--- config.mk ---
export PLATFORM = sky130hd
export DESIGN_NAME = serial_status_ctrl
export DESIGN_NICKNAME = d
export VERILOG_FILES = /design/src/rtl/serial_clk_sync.v /design/src/rtl/serial_status_ctrl.v
export VERILOG_INCLUDE_DIRS = /design/src /design/src/pkg
export SDC_FILE = /design/constraint.sdc
export NUM_CORES = 1
export LEC_CHECK = 0
export ABC_AREA = 1
export BUFFER_PORTS_ARGS = -buffer_cell sky130_fd_sc_hd__buf_2
export CAP_MARGIN = 10
export CORE_MARGIN = 5
export CORE_UTILIZATION = 50
export DETAILED_ROUTE_END_ITERATION = 10
export PLACE_DENSITY = 0.76
export SETUP_SLACK_MARGIN = 0.2
export SYNTH_ARGS = -nofsm -noshare
export SYNTH_HDL_FRONTEND = slang
export SYNTH_SLANG_ARGS = --single-unit
--- constraint.sdc ---
create_clock -name core_clk -period 1.2 [get_ports core_clk]
set_input_delay 0.12 -clock core_clk [delete_from_list [all_inputs] [get_ports core_clk]]
set_output_delay 0.12 -clock core_clk [all_outputs]
set_load 0.03 [all_outputs]
--- src/pkg/serial_status_defs.vh ---
`ifndef SERIAL_STATUS_DEFS_VH
`define SERIAL_STATUS_DEFS_VH

// ----------------------------------------
// register addresses on the plain port
// ----------------------------------------
`define ADDR_W 3
`define ADDR_FORMAT 3'h0
`define ADDR_CONTROL 3'h1
`define ADDR_FLAGS 3'h2
`define ADDR_TX_HOLD 3'h3
`define ADDR_RX_HOLD 3'h4

// ----------------------------------------
// reset values
// ----------------------------------------
`define FORMAT_RST 8'h00
`define CONTROL_RST 8'h00
`define FLAGS_RST 8'h84
`define HOLD_RST 8'h00

// ----------------------------------------
// serial_format_reg fields
// ----------------------------------------
`define FMT_SYNC 7

// ----------------------------------------
// serial_control_reg fields
// ----------------------------------------
`define CTL_TX_ON 5
`define CTL_RX_ON 4
`define CTL_TX_FINISHED_IE 2
`define CTL_CLK_SRC 1
`define CTL_CLK_OUT 0

// ----------------------------------------
// serial_flags_reg fields
// ----------------------------------------
`define FLG_TX_HOLDING_EMPTY 7
`define FLG_RX_HOLDING_FULL 6
`define FLG_OVR 5
`define FLG_FRM 4
`define FLG_PAR 3
`define FLG_TX_FINISHED 2
`define FLG_RMPB 1
`define FLG_TMPB 0

// ----------------------------------------
// timing: ticks of the x16 enable per half clock
// ----------------------------------------
`define SCK_HALF_TICKS 8

`endif

--- src/rtl/serial_clk_sync.v ---
`timescale 1ns/1ns
`include "serial_status_defs.vh"

// ----------------------------------------
// two-flop synchroniser and rise detect for the serial clock pin
// ----------------------------------------
module serial_clk_sync (
  input wire core_clk,
  input wire rst_b,
  input wire pin_in,
  output reg pin_level,
  output wire pin_rise
);

  reg meta;
  reg last;

  // meta feeds only pin_level; edges are seen on the second stage
  always @(posedge core_clk or negedge rst_b) begin
    if (!rst_b) begin
      meta <= 1'b0;
      pin_level <= 1'b0;
      last <= 1'b0;
    end else begin
      meta <= pin_in;
      pin_level <= meta;
      last <= pin_level;
    end
  end

  // one-cycle pulse on each rising edge of the pin
  assign pin_rise = pin_level & ~last;

endmodule

--- src/rtl/serial_status_ctrl.v ---
// The implementer's own choices: the register addresses and the strobed register port.
`timescale 1ns/1ns
`include "serial_status_defs.vh"

module serial_status_ctrl #(
  parameter SCK_HALF = `SCK_HALF_TICKS
) (
  input wire core_clk,
  input wire rst_b,
  input wire standby,
  input wire [`ADDR_W-1:0] addr,
  input wire [7:0] wr_data,
  input wire wr_en,
  input wire rd_en,
  output reg [7:0] rd_data,
  input wire tick16,
  input wire tx_load,
  input wire tx_last_bit,
  input wire rx_done,
  input wire [7:0] rx_data,
  input wire rx_mpb,
  input wire rx_frame_err,
  input wire rx_parity_err,
  input wire sck_in,
  output reg sck_out,
  output wire sck_oe,
  output wire clk_en,
  output wire ext_clk_sel,
  output wire sync_mode,
  output wire tx_on,
  output wire rx_on,
  output reg [7:0] tx_data,
  output wire tx_data_valid,
  output wire tx_mpb,
  output wire rx_halt,
  output wire tx_halt,
  output wire tx_end_irq
);

  // ----------------------------------------
  // functions
  // ----------------------------------------

  // address match for one register
  function hit;
    input [`ADDR_W-1:0] a;
    input [`ADDR_W-1:0] off;
    begin
      hit = (a == off);
    end
  endfunction

  // ----------------------------------------
  // state
  // ----------------------------------------
  reg [7:0] format_reg;
  reg [7:0] control_reg;
  reg [7:0] rx_holding;
  reg tx_holding_empty;
  reg rx_holding_full;
  reg ovr;
  reg frm;
  reg par;
  reg tx_finished;
  reg rmpb;
  reg tmpb;
  reg [4:0] arm;
  reg [7:0] sck_cnt;

  reg next_tx_holding_empty;
  reg next_rx_holding_full;
  reg next_ovr;
  reg next_frm;
  reg next_par;
  reg next_tx_finished;
  reg next_rmpb;
  reg next_store;
  reg [4:0] next_arm;
  reg [4:0] clr_mask;

  wire pin_level;
  wire pin_rise;

  // ----------------------------------------
  // strobes and decoded control bits
  // ----------------------------------------

  // single-cycle access strobes per register
  wire wr_fmt = wr_en & hit(addr, `ADDR_FORMAT);
  wire wr_ctl = wr_en & hit(addr, `ADDR_CONTROL);
  wire wr_flg = wr_en & hit(addr, `ADDR_FLAGS);
  wire wr_tdr = wr_en & hit(addr, `ADDR_TX_HOLD);
  wire rd_flg = rd_en & hit(addr, `ADDR_FLAGS);
  wire rd_rdr = rd_en & hit(addr, `ADDR_RX_HOLD);

  assign sync_mode = format_reg[`FMT_SYNC];
  assign tx_on = control_reg[`CTL_TX_ON];
  assign rx_on = control_reg[`CTL_RX_ON];
  assign ext_clk_sel = control_reg[`CTL_CLK_SRC];

  // transmitter being switched off by this write
  wire tx_off_now = wr_ctl & tx_on & ~wr_data[`CTL_TX_ON];

  // current flags as one byte
  wire [7:0] flags = {tx_holding_empty, rx_holding_full, ovr, frm, par, tx_finished, rmpb, tmpb};
  wire [4:0] clear_flags = {tx_holding_empty, rx_holding_full, ovr, frm, par};

  // ----------------------------------------
  // halting and interrupt
  // ----------------------------------------

  // any error flag stops reception; sync mode also stops sending
  assign rx_halt = ovr | frm | par;
  assign tx_halt = sync_mode & rx_halt;

  // request follows tx_finished while enabled
  assign tx_end_irq = control_reg[`CTL_TX_FINISHED_IE] & tx_finished;

  assign tx_data_valid = ~tx_holding_empty;
  assign tx_mpb = tmpb;

  // ----------------------------------------
  // clock source and pin direction
  // ----------------------------------------

  // drive pin only when internally clocked and sync or output asked
  assign sck_oe = ~ext_clk_sel & (sync_mode | control_reg[`CTL_CLK_OUT]);

  // external: each pin rise is one clock; in async it runs at 16x rate
  assign clk_en = ext_clk_sel ? pin_rise : tick16;

  // pin sampled into the core domain
  serial_clk_sync u_sync (
    .core_clk(core_clk),
    .rst_b(rst_b),
    .pin_in(sck_in),
    .pin_level(pin_level),
    .pin_rise(pin_rise)
  );

  // output clock at the bit rate: toggle every SCK_HALF x16 ticks
  always @(posedge core_clk or negedge rst_b) begin
    if (!rst_b) begin
      sck_cnt <= 8'h00;
      sck_out <= 1'b1;
    end else if (!sck_oe) begin
      sck_cnt <= 8'h00;
      sck_out <= 1'b1;
    end else if (tick16) begin
      if (sck_cnt == SCK_HALF[7:0] - 8'h01) begin
        sck_cnt <= 8'h00;
        sck_out <= ~sck_out;
      end else begin
        sck_cnt <= sck_cnt + 8'h01;
      end
    end
  end

  // ----------------------------------------
  // flag next values
  // ----------------------------------------

  // clears are applied first so that a set in the same cycle wins
  always @* begin
    next_tx_holding_empty = tx_holding_empty;
    next_rx_holding_full = rx_holding_full;
    next_ovr = ovr;
    next_frm = frm;
    next_par = par;
    next_tx_finished = tx_finished;
    next_rmpb = rmpb;
    next_store = 1'b0;
    clr_mask = 5'h00;
    // zero written to an armed flag clears it; ones are ignored
    if (wr_flg) begin
      clr_mask = arm & ~wr_data[`FLG_TX_HOLDING_EMPTY:`FLG_PAR];
    end
    if (clr_mask[4]) begin
      next_tx_holding_empty = 1'b0;
      next_tx_finished = 1'b0;
    end
    if (clr_mask[3]) begin
      next_rx_holding_full = 1'b0;
    end
    if (clr_mask[2]) begin
      next_ovr = 1'b0;
    end
    if (clr_mask[1]) begin
      next_frm = 1'b0;
    end
    if (clr_mask[0]) begin
      next_par = 1'b0;
    end
    // loading the holding register clears holding empty and tx_finished
    if (wr_tdr) begin
      next_tx_holding_empty = 1'b0;
      next_tx_finished = 1'b0;
    end
    // reading received data empties the holding register
    if (rd_rdr) begin
      next_rx_holding_full = 1'b0;
    end
    // frame end: overrun if still full, else store or flag error
    if (rx_done & rx_on & ~rx_halt) begin
      if (rx_holding_full) begin
        next_ovr = 1'b1;
        next_rx_holding_full = 1'b1;
      end else if (rx_frame_err | rx_parity_err) begin
        next_frm = rx_frame_err;
        next_par = rx_parity_err;
      end else begin
        next_store = 1'b1;
        next_rx_holding_full = 1'b1;
        next_rmpb = rx_mpb;
      end
    end
    // holding moved to shift register
    if (tx_load) begin
      next_tx_holding_empty = 1'b1;
    end
    // last bit gone with nothing waiting
    if (tx_last_bit & tx_holding_empty) begin
      next_tx_finished = 1'b1;
    end
    // switching the transmitter off ends transmission
    if (tx_off_now) begin
      next_tx_finished = 1'b1;
    end
    // transmitter off locks holding empty
    if (!tx_on | tx_off_now) begin
      next_tx_holding_empty = 1'b1;
    end
    // arm flags read as one; drop arms consumed or whose flag fell
    next_arm = arm & ~clr_mask;
    if (rd_flg) begin
      next_arm = next_arm | clear_flags;
    end
    next_arm = next_arm & {next_tx_holding_empty, next_rx_holding_full, next_ovr, next_frm, next_par};
  end

  // ----------------------------------------
  // flag registers
  // ----------------------------------------

  // chip reset and standby both restore the reset byte
  always @(posedge core_clk or negedge rst_b) begin
    if (!rst_b) begin
      tx_holding_empty <= 1'b1;
      rx_holding_full <= 1'b0;
      ovr <= 1'b0;
      frm <= 1'b0;
      par <= 1'b0;
      tx_finished <= 1'b1;
      rmpb <= 1'b0;
      tmpb <= 1'b0;
      arm <= 5'h00;
    end else if (standby) begin
      {tx_holding_empty, rx_holding_full, ovr, frm, par, tx_finished, rmpb, tmpb} <= `FLAGS_RST;
      arm <= 5'h00;
    end else begin
      tx_holding_empty <= next_tx_holding_empty;
      rx_holding_full <= next_rx_holding_full;
      ovr <= next_ovr;
      frm <= next_frm;
      par <= next_par;
      tx_finished <= next_tx_finished;
      rmpb <= next_rmpb;
      arm <= next_arm;
      if (wr_flg) begin
        tmpb <= wr_data[`FLG_TMPB];
      end
    end
  end

  // ----------------------------------------
  // control, format and data registers
  // ----------------------------------------

  // software-written registers
  always @(posedge core_clk or negedge rst_b) begin
    if (!rst_b) begin
      format_reg <= `FORMAT_RST;
      control_reg <= `CONTROL_RST;
      tx_data <= `HOLD_RST;
    end else begin
      if (wr_fmt) begin
        format_reg <= wr_data;
      end
      if (wr_ctl) begin
        control_reg <= wr_data;
      end
      if (wr_tdr) begin
        tx_data <= wr_data;
      end
    end
  end

  // receive holding: only a clean frame into an empty register lands
  always @(posedge core_clk or negedge rst_b) begin
    if (!rst_b) begin
      rx_holding <= `HOLD_RST;
    end else if (next_store & ~standby) begin
      rx_holding <= rx_data;
    end
  end

  // ----------------------------------------
  // read port: data in the cycle after the strobe
  // ----------------------------------------

  // unmapped addresses read zero; rd_data holds until the next read
  always @(posedge core_clk or negedge rst_b) begin
    if (!rst_b) begin
      rd_data <= 8'h00;
    end else if (rd_en) begin
      case (addr)
        `ADDR_FORMAT: rd_data <= format_reg;
        `ADDR_CONTROL: rd_data <= control_reg;
        `ADDR_FLAGS: rd_data <= flags;
        `ADDR_TX_HOLD: rd_data <= tx_data;
        `ADDR_RX_HOLD: rd_data <= rx_holding;
        default: rd_data <= 8'h00;
      endcase
    end
  end

endmodule

==> flow_summary.yaml, run 1 <==
finish:
  drive_above_1_share_pct: 43.2
  final_common_cell: "nand2_1"
  n_antenna_cell: 0
  finish.net_count: 593
  area.growth.synth_to_final_pct: 50.4
  num-fill-cells: 379
  top_library_cells_by_usage_in_the_layout_fill_and_taps_aside: "113 x nand2_1, 58 x dfrtp_1, 48 x buf_6"
  layout.core_utilization_pct: 78.0
  fin_cells: 642
worst_setup_path:
  r2r_slack_ns: -0.19
  worstPathMaxFanout: 2
  critPathRequiredTime_ns: 1.08
  worstReg2RegStart: "ovr"
  timing.setup.critical_path_class: "reg -> out"
  worst_setup_path_start_kind: "flop"
  worst-r2r-cell-count: 6
  worstSetupEndpointType: "primary output"
  critical_path_arrival_ns: 1.27
  reg2reg_to: "rx_holding[5]"
global_route:
  grt_max_degree: 36
  grt_antenna_before_repair: 0
  globalRouteOverflowTotal: 0
  grt_pass1_vias: 3377
  track_usage_pct: 24.1
  grt_pass1_wl_um: 16000
sta:
  post-route-min-period_ns: 1.39
  setup_repair_after_global_routing_missed_its_margin: "true"
  hold_violations: 0
  final.setup.tns_ns: -3.71
  slew_limit_fails: 0
  setup-violations-final: 32
  worst-slew-pin-transition_ns: 0.296
  worst_clock_skew_ns: 0.00955
  slew-limit-headroom_pct: 80.3
  postLayoutSetupSlackWorst_ns: -0.190
  max_freq_mhz: 720
  final_min_period_over_clock_period_pct: 116
clock_network:
  clkLatencyLatePin_ns: 0.36
  cts_tree: "built"
  htree_levels: 3
  clkSinkCount: 65
  ctsRootBufferMaster: "clkbuf_8"
  cts-root-to-sink-buffers: 2
  path_clk_slew_ns: 0.08
  cts-buffers-inserted: 9
detailed_routing:
  route.final.wire_length_um: 10400
  avgViaCountPerCell: 5.44
  postRouteAntennaNets: 0
  drc_errors: 0
  first_pass_iters: 8
  drt_iter0_drc: 354
  num_vias: 3495
  route.detailed.wl_per_inst_um: 16.1
floorplanning:
  fp.coreArea_sq_um: 6420
  std_cell_rows: 29
  initial_utilization_pct: 51.9
  die_height_um: 91.6
  die-area_sq_um: 8400
  num_io_pins: 60
  die-width_um: 91.6
run:
  cap_violations: 0
place:
  dp_cells: 581
  detailedPlacementHpwl_um: 6500
  final_estimated_routing_congestion_in_global_placement: 0.997
  portBuffers: 59
synthesis:
  post_synth_inst_count: 416
  area_share_of_the_largest_cell_type_after_synthesis_pct: 46.6
  post_synth_main_area_contributors: "dfrtp_1 47%, nand2_1 15%, nand3_1 5.4%, inv_1 5.2%, o21ai_0 4.7%"
  mappedNetlistArea_sq_um: 3330
  postSynth.asyncResetShare_pct: 100
  syn_avg_cell_area_sq_um: 8.01
  syn_nets: 449
  ys_warn_count: 0
  synth_area_leader_cell: "dfrtp_1"
  synth_top_flop_cell: "dfrtp_1"
  sequential_share_of_the_synthesized_area_pct: 48.9
  synthesis_stage_register_bit_count: 65
  number_of_enable_type_register_cells_in_the_synthesized_netlist: 0
  yosys.cell_types.count: 32
power:
  power.static_leakage_uw: 0.00261
  irDropWorstVdd_uv: 880
  p_per_area_nw_per_um2: 1340
hold_path:
  min_to: "control_reg[1]"
  class_of_the_tightest_hold_or_removal_check: "in -> reg"
  holdCritStartpoint: "wr_data[1]"
  hold_depth: 3
outcome:
  failed_checks: "setup timing"
  run_status: "finished with violations"
## worst max path at each step
stage / start / endpoint / slack [ns] / cells past startpoint
4_1_cts: ovr / rx_halt / -0.17 / 4
2_1_floorplan: format_reg[7] / sck_cnt[4] / -0.10 / 7
3_5_place_dp: frm / rx_holding[3] / -0.07 / 7
5_1_grt: ovr / arm[2] / -0.21 / 8
3_3_place_gp: sck_cnt[0] / sck_cnt[4] / -0.04 / 8
6_report: ovr / tx_halt / -0.19 / 4
## cell families (layout without fill, tap and decap cells)
logic type / count (synthesis) / in the layout / synth area share, %
simple gates: 231 / 233 / 32.9
fa+ha+maj: 1 / 1 / 0.375
flops: 65 / 65 / 48.9
buf+inv: 59 / 206 / 7.66
compound gates: 60 / 60 / 10.2
## what timing repair did
item | CTS | global route
setup endpoints to repair | 61 | 64
buffers inserted | 19 | 14
hold buffers | 10 | 0
gates cloned | 2 | 0
endpoints found under the hold margin | 71 | 0
pin swaps | 32 | 44
resized for setup | 113 | 38
## stage by stage
step	hold slack (ns)	instance area [sq um]	setup WS, ns	total power (uW)
2_1_floorplan	-0.176	3360	-0.101	3690
3_3_place_gp	0.137	4010	-0.0402	4230
3_5_place_dp	0.137	4010	-0.0732	4280
4_1_cts	0.0121	4780	-0.169	6530
5_1_grt	0.0310	5010	-0.209	7010
6_report	0.0141	5010	-0.190	6730
## power breakdown
| part | total (uW) | internal [uW] | leakage (uW) | switching, uW |
|---|---|---|---|---|
| registers | 2820 | 2530 | 0.000832 | 283 |
| logic | 2160 | 998 | 0.00168 | 1160 |
| clock network | 1760 | 909 | 0.0000992 | 848 |
| total | 6730 | 4440 | 0.00261 | 2290 |
## cell type report
type / instances / area [sq um] / area share (%)
flip-flops and latches: 65 / 1640 / 32.6
inverters: 52 / 205 / 4.09
multi-input cells: 294 / 1690 / 33.7
repair buffers: 138 / 1200 / 24.0
clock inverters: 3 / 15.0 / 0.300
well taps: 77 / 96.3 / 1.92
clock buffers: 13 / 169 / 3.37
## cell usage after synthesis, types with 2 or more instances
library cell and number:
a21oi_1 10, buf_6 4, clkbuf_1 2, dfrtp_1 62, dfstp_2 3, inv_1 46, inv_2 4, nand2_1 134
nand2_2 3, nand2_4 4, nand3_1 36, nand3_4 2, nand4_1 6, nor2_1 32, nor2_4 4, nor2_8 3
nor3_1 3, o21ai_0 31, o21ai_1 7, o21ai_2 8
## worst max-delay path, stage by stage, from the launching register on
cell and delay [ns]:
dfrtp_1 0.44, nor2_4 0.06, buf_6 0.12, a21boi_2 0.15
buf_6 0.15
## routing by layer
| layer | global-route usage [%] | vias to the layer above | wire length (um) | share of wire [%] |
|---|---|---|---|---|
| li1 | - | 1623 | - | - |
| met1 | 31.8 | 1652 | 4130 | 40 |
| met2 | 37.9 | 192 | 5170 | 50 |
| met3 | 4.75 | 28 | 761 | 7.3 |
| met4 | 12.4 | 0 | 304 | 2.9 |
| met5 | 0 | - | 0 | 0 |
Power figures use the tool's default switching activity.
==> inputs of run 2 (changes only) <==
--- a/config.mk
+++ b/config.mk
@@ -10,9 +10,9 @@
 export BUFFER_PORTS_ARGS = -buffer_cell sky130_fd_sc_hd__buf_2
 export CAP_MARGIN = 10
 export CORE_MARGIN = 5
-export CORE_UTILIZATION = 50
+export CORE_UTILIZATION = 60
 export DETAILED_ROUTE_END_ITERATION = 10
-export PLACE_DENSITY = 0.76
+export PLACE_DENSITY = 0.85
 export SETUP_SLACK_MARGIN = 0.2
 export SYNTH_ARGS = -nofsm -noshare
 export SYNTH_HDL_FRONTEND = slang
==> constraint.sdc (replaced) <==
create_clock -name core_clk -period 1.7 [get_ports core_clk]
set_input_delay 0.17 -clock core_clk [delete_from_list [all_inputs] [get_ports core_clk]]
set_output_delay 0.17 -clock core_clk [all_outputs]
set_load 0.03 [all_outputs]
==> run 2 against run 1 <==
The flow now finishes without violations. Power fell by 35%. Critical path depth decreased by 1. Final area down 21%. Utilization decreased by 5.3 points. Register-to-register slack better by 0.48 ns. Non-clock buffer count is 73 lower. Via count shrank 13%. First-iteration DRC count down 35%. Die area is 15% lower. Count of clock-buffer cells in the layout is 1 higher. Worst setup slack better by 0.47 ns. Routed wire length is 18% lower.
==> flow_summary.yaml, run 2 (synthesis results as in run 1) <==
place:
  place_area_sq_um: 3690
  portBuffers: 59
  dp_cells: 542
  final_estimated_routing_congestion_in_global_placement: 0.927
  detailedPlacementHpwl_um: 6080
global_route:
  grt_pass1_wl_um: 14200
  track_usage_pct: 25.2
  globalRouteOverflowTotal: 0
  grt_antenna_before_repair: 0
  grt_pass1_vias: 2948
  grt_max_degree: 66
worst_setup_path:
  timing.critical_path.slowest_cell_delay_ns: 0.46
  critical_path_depth: 3
  critical_path.startpoint: "format_reg[7]"
  worstReg2RegStart: "format_reg[7]"
  path_cells: "nor2_2 > nor2_4 > buf_2"
  worst-r2r-cell-count: 8
  worstPathMaxFanout: 5
  critPathRequiredTime_ns: 1.53
  critPathBufInv: 1
  worstSetupEndpointType: "primary output"
  critPathTopFamily: "flip-flops"
  critical_path_arrival_ns: 1.25
  worst_setup_path_start_kind: "flop"
  timing.setup.critical_path_class: "reg -> out"
  slowest_stage: "dfrtp_1"
power:
  irDropWorstVdd_uv: 735
  power.static_leakage_uw: 0.00216
  power.share.switching_pct: 31.9
  p_per_area_nw_per_um2: 1110
  comb_power_share_pct: 22.0
  total_switching_power_uw: 1410
  power.internal_uw: 2990
  power.clock.fraction_pct: 33.8
  share_seq_of_total_power_pct: 44.3
clock_network:
  htree_levels: 3
  path_clk_slew_ns: 0.07
  cts-root-to-sink-buffers: 2
  cts_tree: "built"
  clkLatencyLatePin_ns: 0.35
  ctsRootBufferMaster: "clkbuf_8"
  clkSinkCount: 65
  cts-buffers-inserted: 9
sta:
  hold_violations: 0
  hold-worst-slack_ns: 0.0219
  slew-limit-headroom_pct: 73.7
  slew_limit_fails: 0
  worst_clock_skew_ns: 0.00794
  final.setup.tns_ns: 0
  final_min_period_over_clock_period_pct: 83.4
  max_freq_mhz: 706
  worst-slew-pin-transition_ns: 0.395
  setup_repair_after_global_routing_missed_its_margin: "true"
  post-route-min-period_ns: 1.42
  setup-violations-final: 0
finish:
  num-fill-cells: 421
  drive_above_1_share_pct: 23.3
  fin_cells: 562
  top_library_cells_by_usage_in_the_layout_fill_and_taps_aside: "134 x nand2_1, 62 x dfrtp_1, 58 x buf_2"
  finish.net_count: 518
  n_antenna_cell: 0
  layout.core_utilization_pct: 72.8
  finalInstanceArea_sq_um: 3960
  final_common_cell: "nand2_1"
  area.growth.synth_to_final_pct: 18.8
floorplanning:
  die-area_sq_um: 7140
  die-width_um: 84.5
  num_io_pins: 60
  fp.coreArea_sq_um: 5440
  initial_utilization_pct: 61.3
  std_cell_rows: 27
  die_height_um: 84.5
detailed_routing:
  avgViaCountPerCell: 5.41
  num_vias: 3038
  route.detailed.wl_per_inst_um: 15.1
  route.final.wire_length_um: 8480
  drt_iter0_drc: 229
  first_pass_iters: 5
  postRouteAntennaNets: 0
  drc_errors: 0
hold_path:
  hold_depth: 3
  class_of_the_tightest_hold_or_removal_check: "in -> reg"
  holdCritStartpoint: "rx_data[6]"
run:
  cap_violations: 0
outcome:
  run_status: "complete, no violations"
==> run 2: cell types whose count changed in the layout (fill, tap and decap cells not counted), moves of 9 or more <==
cell | previous run | this run
nand3_1 | 25 | 36
nand2_1 | 113 | 134
nand3_2 | 11 | 0
buf_6 | 48 | 0
buf_2 | 31 | 58
buf_4 | 46 | 4
nand2_2 | 23 | 3
o21ai_0 | 14 | 31
o21ai_2 | 17 | 8
==> run 2: repair_timing <==
item / 4_1_cts / 5_1_grt
hold buffers: 2 / 0
pin swaps: 1 / 0
hold endpoints to repair: 63 / 0
gates resized for setup: 0 / 6
buffers inserted: 1 / 1
setup endpoints to repair: 1 / 11
gates cloned: 0 / 0
==> run 2: layout make-up <==
class	instances	area (sq um)	share of cell area [%]
repair buffers	65	360	9.11
flip-flops and latches	65	1630	41.2
well taps	72	90.1	2.28
clock inverters	2	60.1	1.52
clock buffers	14	163	4.11
inverters	52	198	5.00
multi-input cells	292	1460	36.8
==> run 2: worst register-to-register path, delay by kind of cell (launching register included) <==
kind | cells | cell delay [ns]
simple gates | 5 | 0.53
flops | 1 | 0.46
buf+inv | 2 | 0.24
compound gates | 1 | 0.14
==> run 2: power groups by stage <==
stage	logic (uW)	registers, uW	clock network (uW)
detailed placement	942	1970	0
global route	1060	1980	1580
global placement	918	1960	0
CTS	962	1940	1490
floorplan	460	2120	0
finish	966	1950	1490
==> run 2: final timing paths <==
check / end / slack (ns)
worst max-delay path: sck_oe / 0.28
worst min-delay path: rx_holding[6] / 0.02
worst max register to register: sck_cnt[4] / 0.29
worst min register to register: u_sync.pin_level / 0.35
max in group asynchronous: tx_holding_empty / 1.03
min in group asynchronous: sck_cnt[6] / 0.35
==> run 2: per-stage QoR <==
step	worst slack [ns]	total power [uW]
floorplan	0.220	2580
global placement	0.244	2880
detailed placement	0.243	2910
CTS	0.221	4400
global route	0.182	4620
finish	0.283	4400
==> run 2: routing by layer <==
layer / share of wire [%] / up-vias / GRT usage, %
met1: 42 / 1439 / 32.6
met4: 3.0 / 0 / 10.6
met2: 48 / 105 / 40.8
li1: - / 1467 / -
met5: 0 / - / 0
met3: 6.3 / 27 / 5.69
==> inputs of run 3 (changes only) <==
--- a/config.mk
+++ b/config.mk
@@ -10,9 +10,9 @@
 export BUFFER_PORTS_ARGS = -buffer_cell sky130_fd_sc_hd__buf_2
 export CAP_MARGIN = 10
 export CORE_MARGIN = 5
-export CORE_UTILIZATION = 60
+export CORE_UTILIZATION = 56
 export DETAILED_ROUTE_END_ITERATION = 10
-export PLACE_DENSITY = 0.85
+export PLACE_DENSITY = 0.8
 export SETUP_SLACK_MARGIN = 0.2
 export SYNTH_ARGS = -nofsm -noshare
 export SYNTH_HDL_FRONTEND = slang
==> constraint.sdc (replaced) <==
create_clock -name core_clk -period 1.4 [get_ports core_clk]
set_input_delay 0.14 -clock core_clk [delete_from_list [all_inputs] [get_ports core_clk]]
set_output_delay 0.14 -clock core_clk [all_outputs]
set_load 0.03 [all_outputs]
==> run 3 against run 2 <==
Power increased by 23%. Hold slack got worse by 0.0095 ns. First-iteration DRC count increased by 45%. Routed wire length increased by 17%. Count of clock-buffer cells in the layout unchanged. Final area increased by 12%. Global-route usage decreased by 0.30 points. Clock power about the same. Register-to-register slack got worse by 0.27 ns.
==> flow_summary.yaml, run 3 (synthesis results as in run 1) <==
outcome:
  run_status: "complete, no violations"
clock_network:
  cts-buffers-inserted: 9
  clkSinkCount: 65
  ctsRootBufferMaster: "clkbuf_8"
  cts-root-to-sink-buffers: 2
  htree_levels: 3
  path_clk_slew_ns: 0.08
  clkLatencyLatePin_ns: 0.35
  cts_tree: "built"
worst_setup_path:
  slowest_stage: "dfrtp_1"
  timing.critical_path.slowest_cell_delay_ns: 0.38
  worst-r2r-cell-count: 7
  critical_path.startpoint: "sck_cnt[0]"
  path_cells: "ha_2 > nand2_2 > inv_4 > nand3_4 > or2_4 > nand4_1 > nand2_1"
  worstPathMaxFanout: 3
  timing.setup.critical_path_class: "reg -> reg"
  critPathRequiredTime_ns: 1.63
  worst_setup_path_start_kind: "flop"
  critical_path_arrival_ns: 1.62
  worstReg2RegStart: "sck_cnt[0]"
  worstSetupEndpointType: "flop"
  reg2reg_to: "sck_cnt[1]"
  r2r_slack_ns: 0.02
detailed_routing:
  first_pass_iters: 5
  num_vias: 3373
  drc_errors: 0
  drt_iter0_drc: 332
  route.detailed.wl_per_inst_um: 16.6
  route.final.wire_length_um: 9940
  postRouteAntennaNets: 0
  avgViaCountPerCell: 5.62
place:
  dp_cells: 551
  detailedPlacementHpwl_um: 6010
  portBuffers: 59
  final_estimated_routing_congestion_in_global_placement: 0.846
  place_area_sq_um: 3760
  dpl_worst_slack_ns: 0.0428
finish:
  area.growth.synth_to_final_pct: 32.9
  layout.core_utilization_pct: 75.7
  fin_cells: 600
  drive_above_1_share_pct: 33.3
  n_antenna_cell: 0
  finish.net_count: 553
  finalInstanceArea_sq_um: 4430
  top_library_cells_by_usage_in_the_layout_fill_and_taps_aside: "126 x nand2_1, 58 x dfrtp_1, 51 x buf_2"
  final_common_cell: "nand2_1"
power:
  total_switching_power_uw: 1900
  finalPower_uw: 5420
  power.share.switching_pct: 35.0
  power.internal_uw: 3530
  share_seq_of_total_power_pct: 44.0
  irDropWorstVdd_uv: 927
  power.clock.fraction_pct: 28.0
  power.static_leakage_uw: 0.00235
  comb_power_share_pct: 28.0
  p_per_area_nw_per_um2: 1220
global_route:
  track_usage_pct: 24.9
  grt_max_degree: 66
  grt_pass1_wl_um: 14400
  grt_pass1_vias: 3109
  grt_antenna_before_repair: 0
  globalRouteOverflowTotal: 0
sta:
  worst-slew-pin-transition_ns: 0.373
  setup-violations-final: 0
  setup_repair_after_global_routing_missed_its_margin: "true"
  slew_limit_fails: 0
  final_min_period_over_clock_period_pct: 98.9
  post-route-min-period_ns: 1.38
  worst_clock_skew_ns: 0.0121
  postLayoutSetupSlackWorst_ns: 0.0158
  hold_violations: 0
  max_freq_mhz: 722
  slew-limit-headroom_pct: 75.2
run:
  cap_violations: 0
floorplanning:
  fp.coreArea_sq_um: 5850
  die_height_um: 87.1
  die-width_um: 87.1
  die-area_sq_um: 7590
  std_cell_rows: 28
  num_io_pins: 60
  initial_utilization_pct: 57.0
hold_path:
  min_to: "rx_holding[1]"
  holdCritStartpoint: "rx_data[1]"
  hold_depth: 3
  class_of_the_tightest_hold_or_removal_check: "in -> reg"
## run 3: changes by cell type in the layout (fill, tap and decap cells not counted), moves of 8 or more
cell     before  now
o21ai_0      31   19
nand2_1     134  126
buf_6         0   15
buf_4         4   22
## run 3: layer usage
| layer | global-route usage (%) | part of all wire, % |
|---|---|---|
| met1 | 31.7 | 39 |
| met2 | 40.3 | 49 |
| met3 | 4.64 | 7.2 |
| met4 | 13.1 | 5.2 |
| met5 | 0 | 0 |
## run 3: critical path: cells and delay by family, from the launching register on
kind / cells / cell delay [ns]
buffers and inverters: 1 / 0.09
and+or+nand+nor: 5 / 0.58
adders and majority gates: 1 / 0.21
DFF: 1 / 0.38
## run 3: how the worst max path moves through the flow
stage,slack [ns],to
final,0.02,sck_cnt[1]
after global placement,0.12,rd_data[5]
after floorplan,0.06,sck_cnt[4]
after CTS,0.07,rx_holding[6]
after global routing,-0.05,arm[2]
after detailed placement,0.04,rx_holding[3]
## run 3: cell type report
type / count / area, sq um
Clock buffer: 14 / 173
Clock inverter: 2 / 12.5
Fill cell: 379 / 1420
Inverter: 52 / 210
Multi-Input combinational cell: 294 / 1600
Sequential cell: 65 / 1640
Tap cell: 75 / 93.8
Timing Repair Buffer: 98 / 699
## run 3: repair_timing
item / 4_1_cts / 5_1_grt
hold endpoints to repair: 70 / 0
setup buffers: 16 / 6
setup endpoints to repair: 29 / 35
cloned: 2 / 0
resized for setup: 30 / 40
hold buffers: 9 / 0
pin swaps: 13 / 15
## run 3: power groups by stage
stage / sequential (uW) / clock, uW / combinational, uW
floorplan: 2580 / 0 / 577
global placement: 2390 / 0 / 1160
detailed placement: 2400 / 0 / 1190
CTS: 2370 / 1520 / 1370
global route: 2420 / 1610 / 1620
finish: 2390 / 1520 / 1520
## run 3: through the flow
step	hold slack (ns)	TNS, ns
6_report	0.0125	0
5_1_grt	0.0173	-0.332
4_1_cts	0.00388	0
3_5_place_dp	0.179	0
3_3_place_gp	0.178	0
2_1_floorplan	-0.156	0
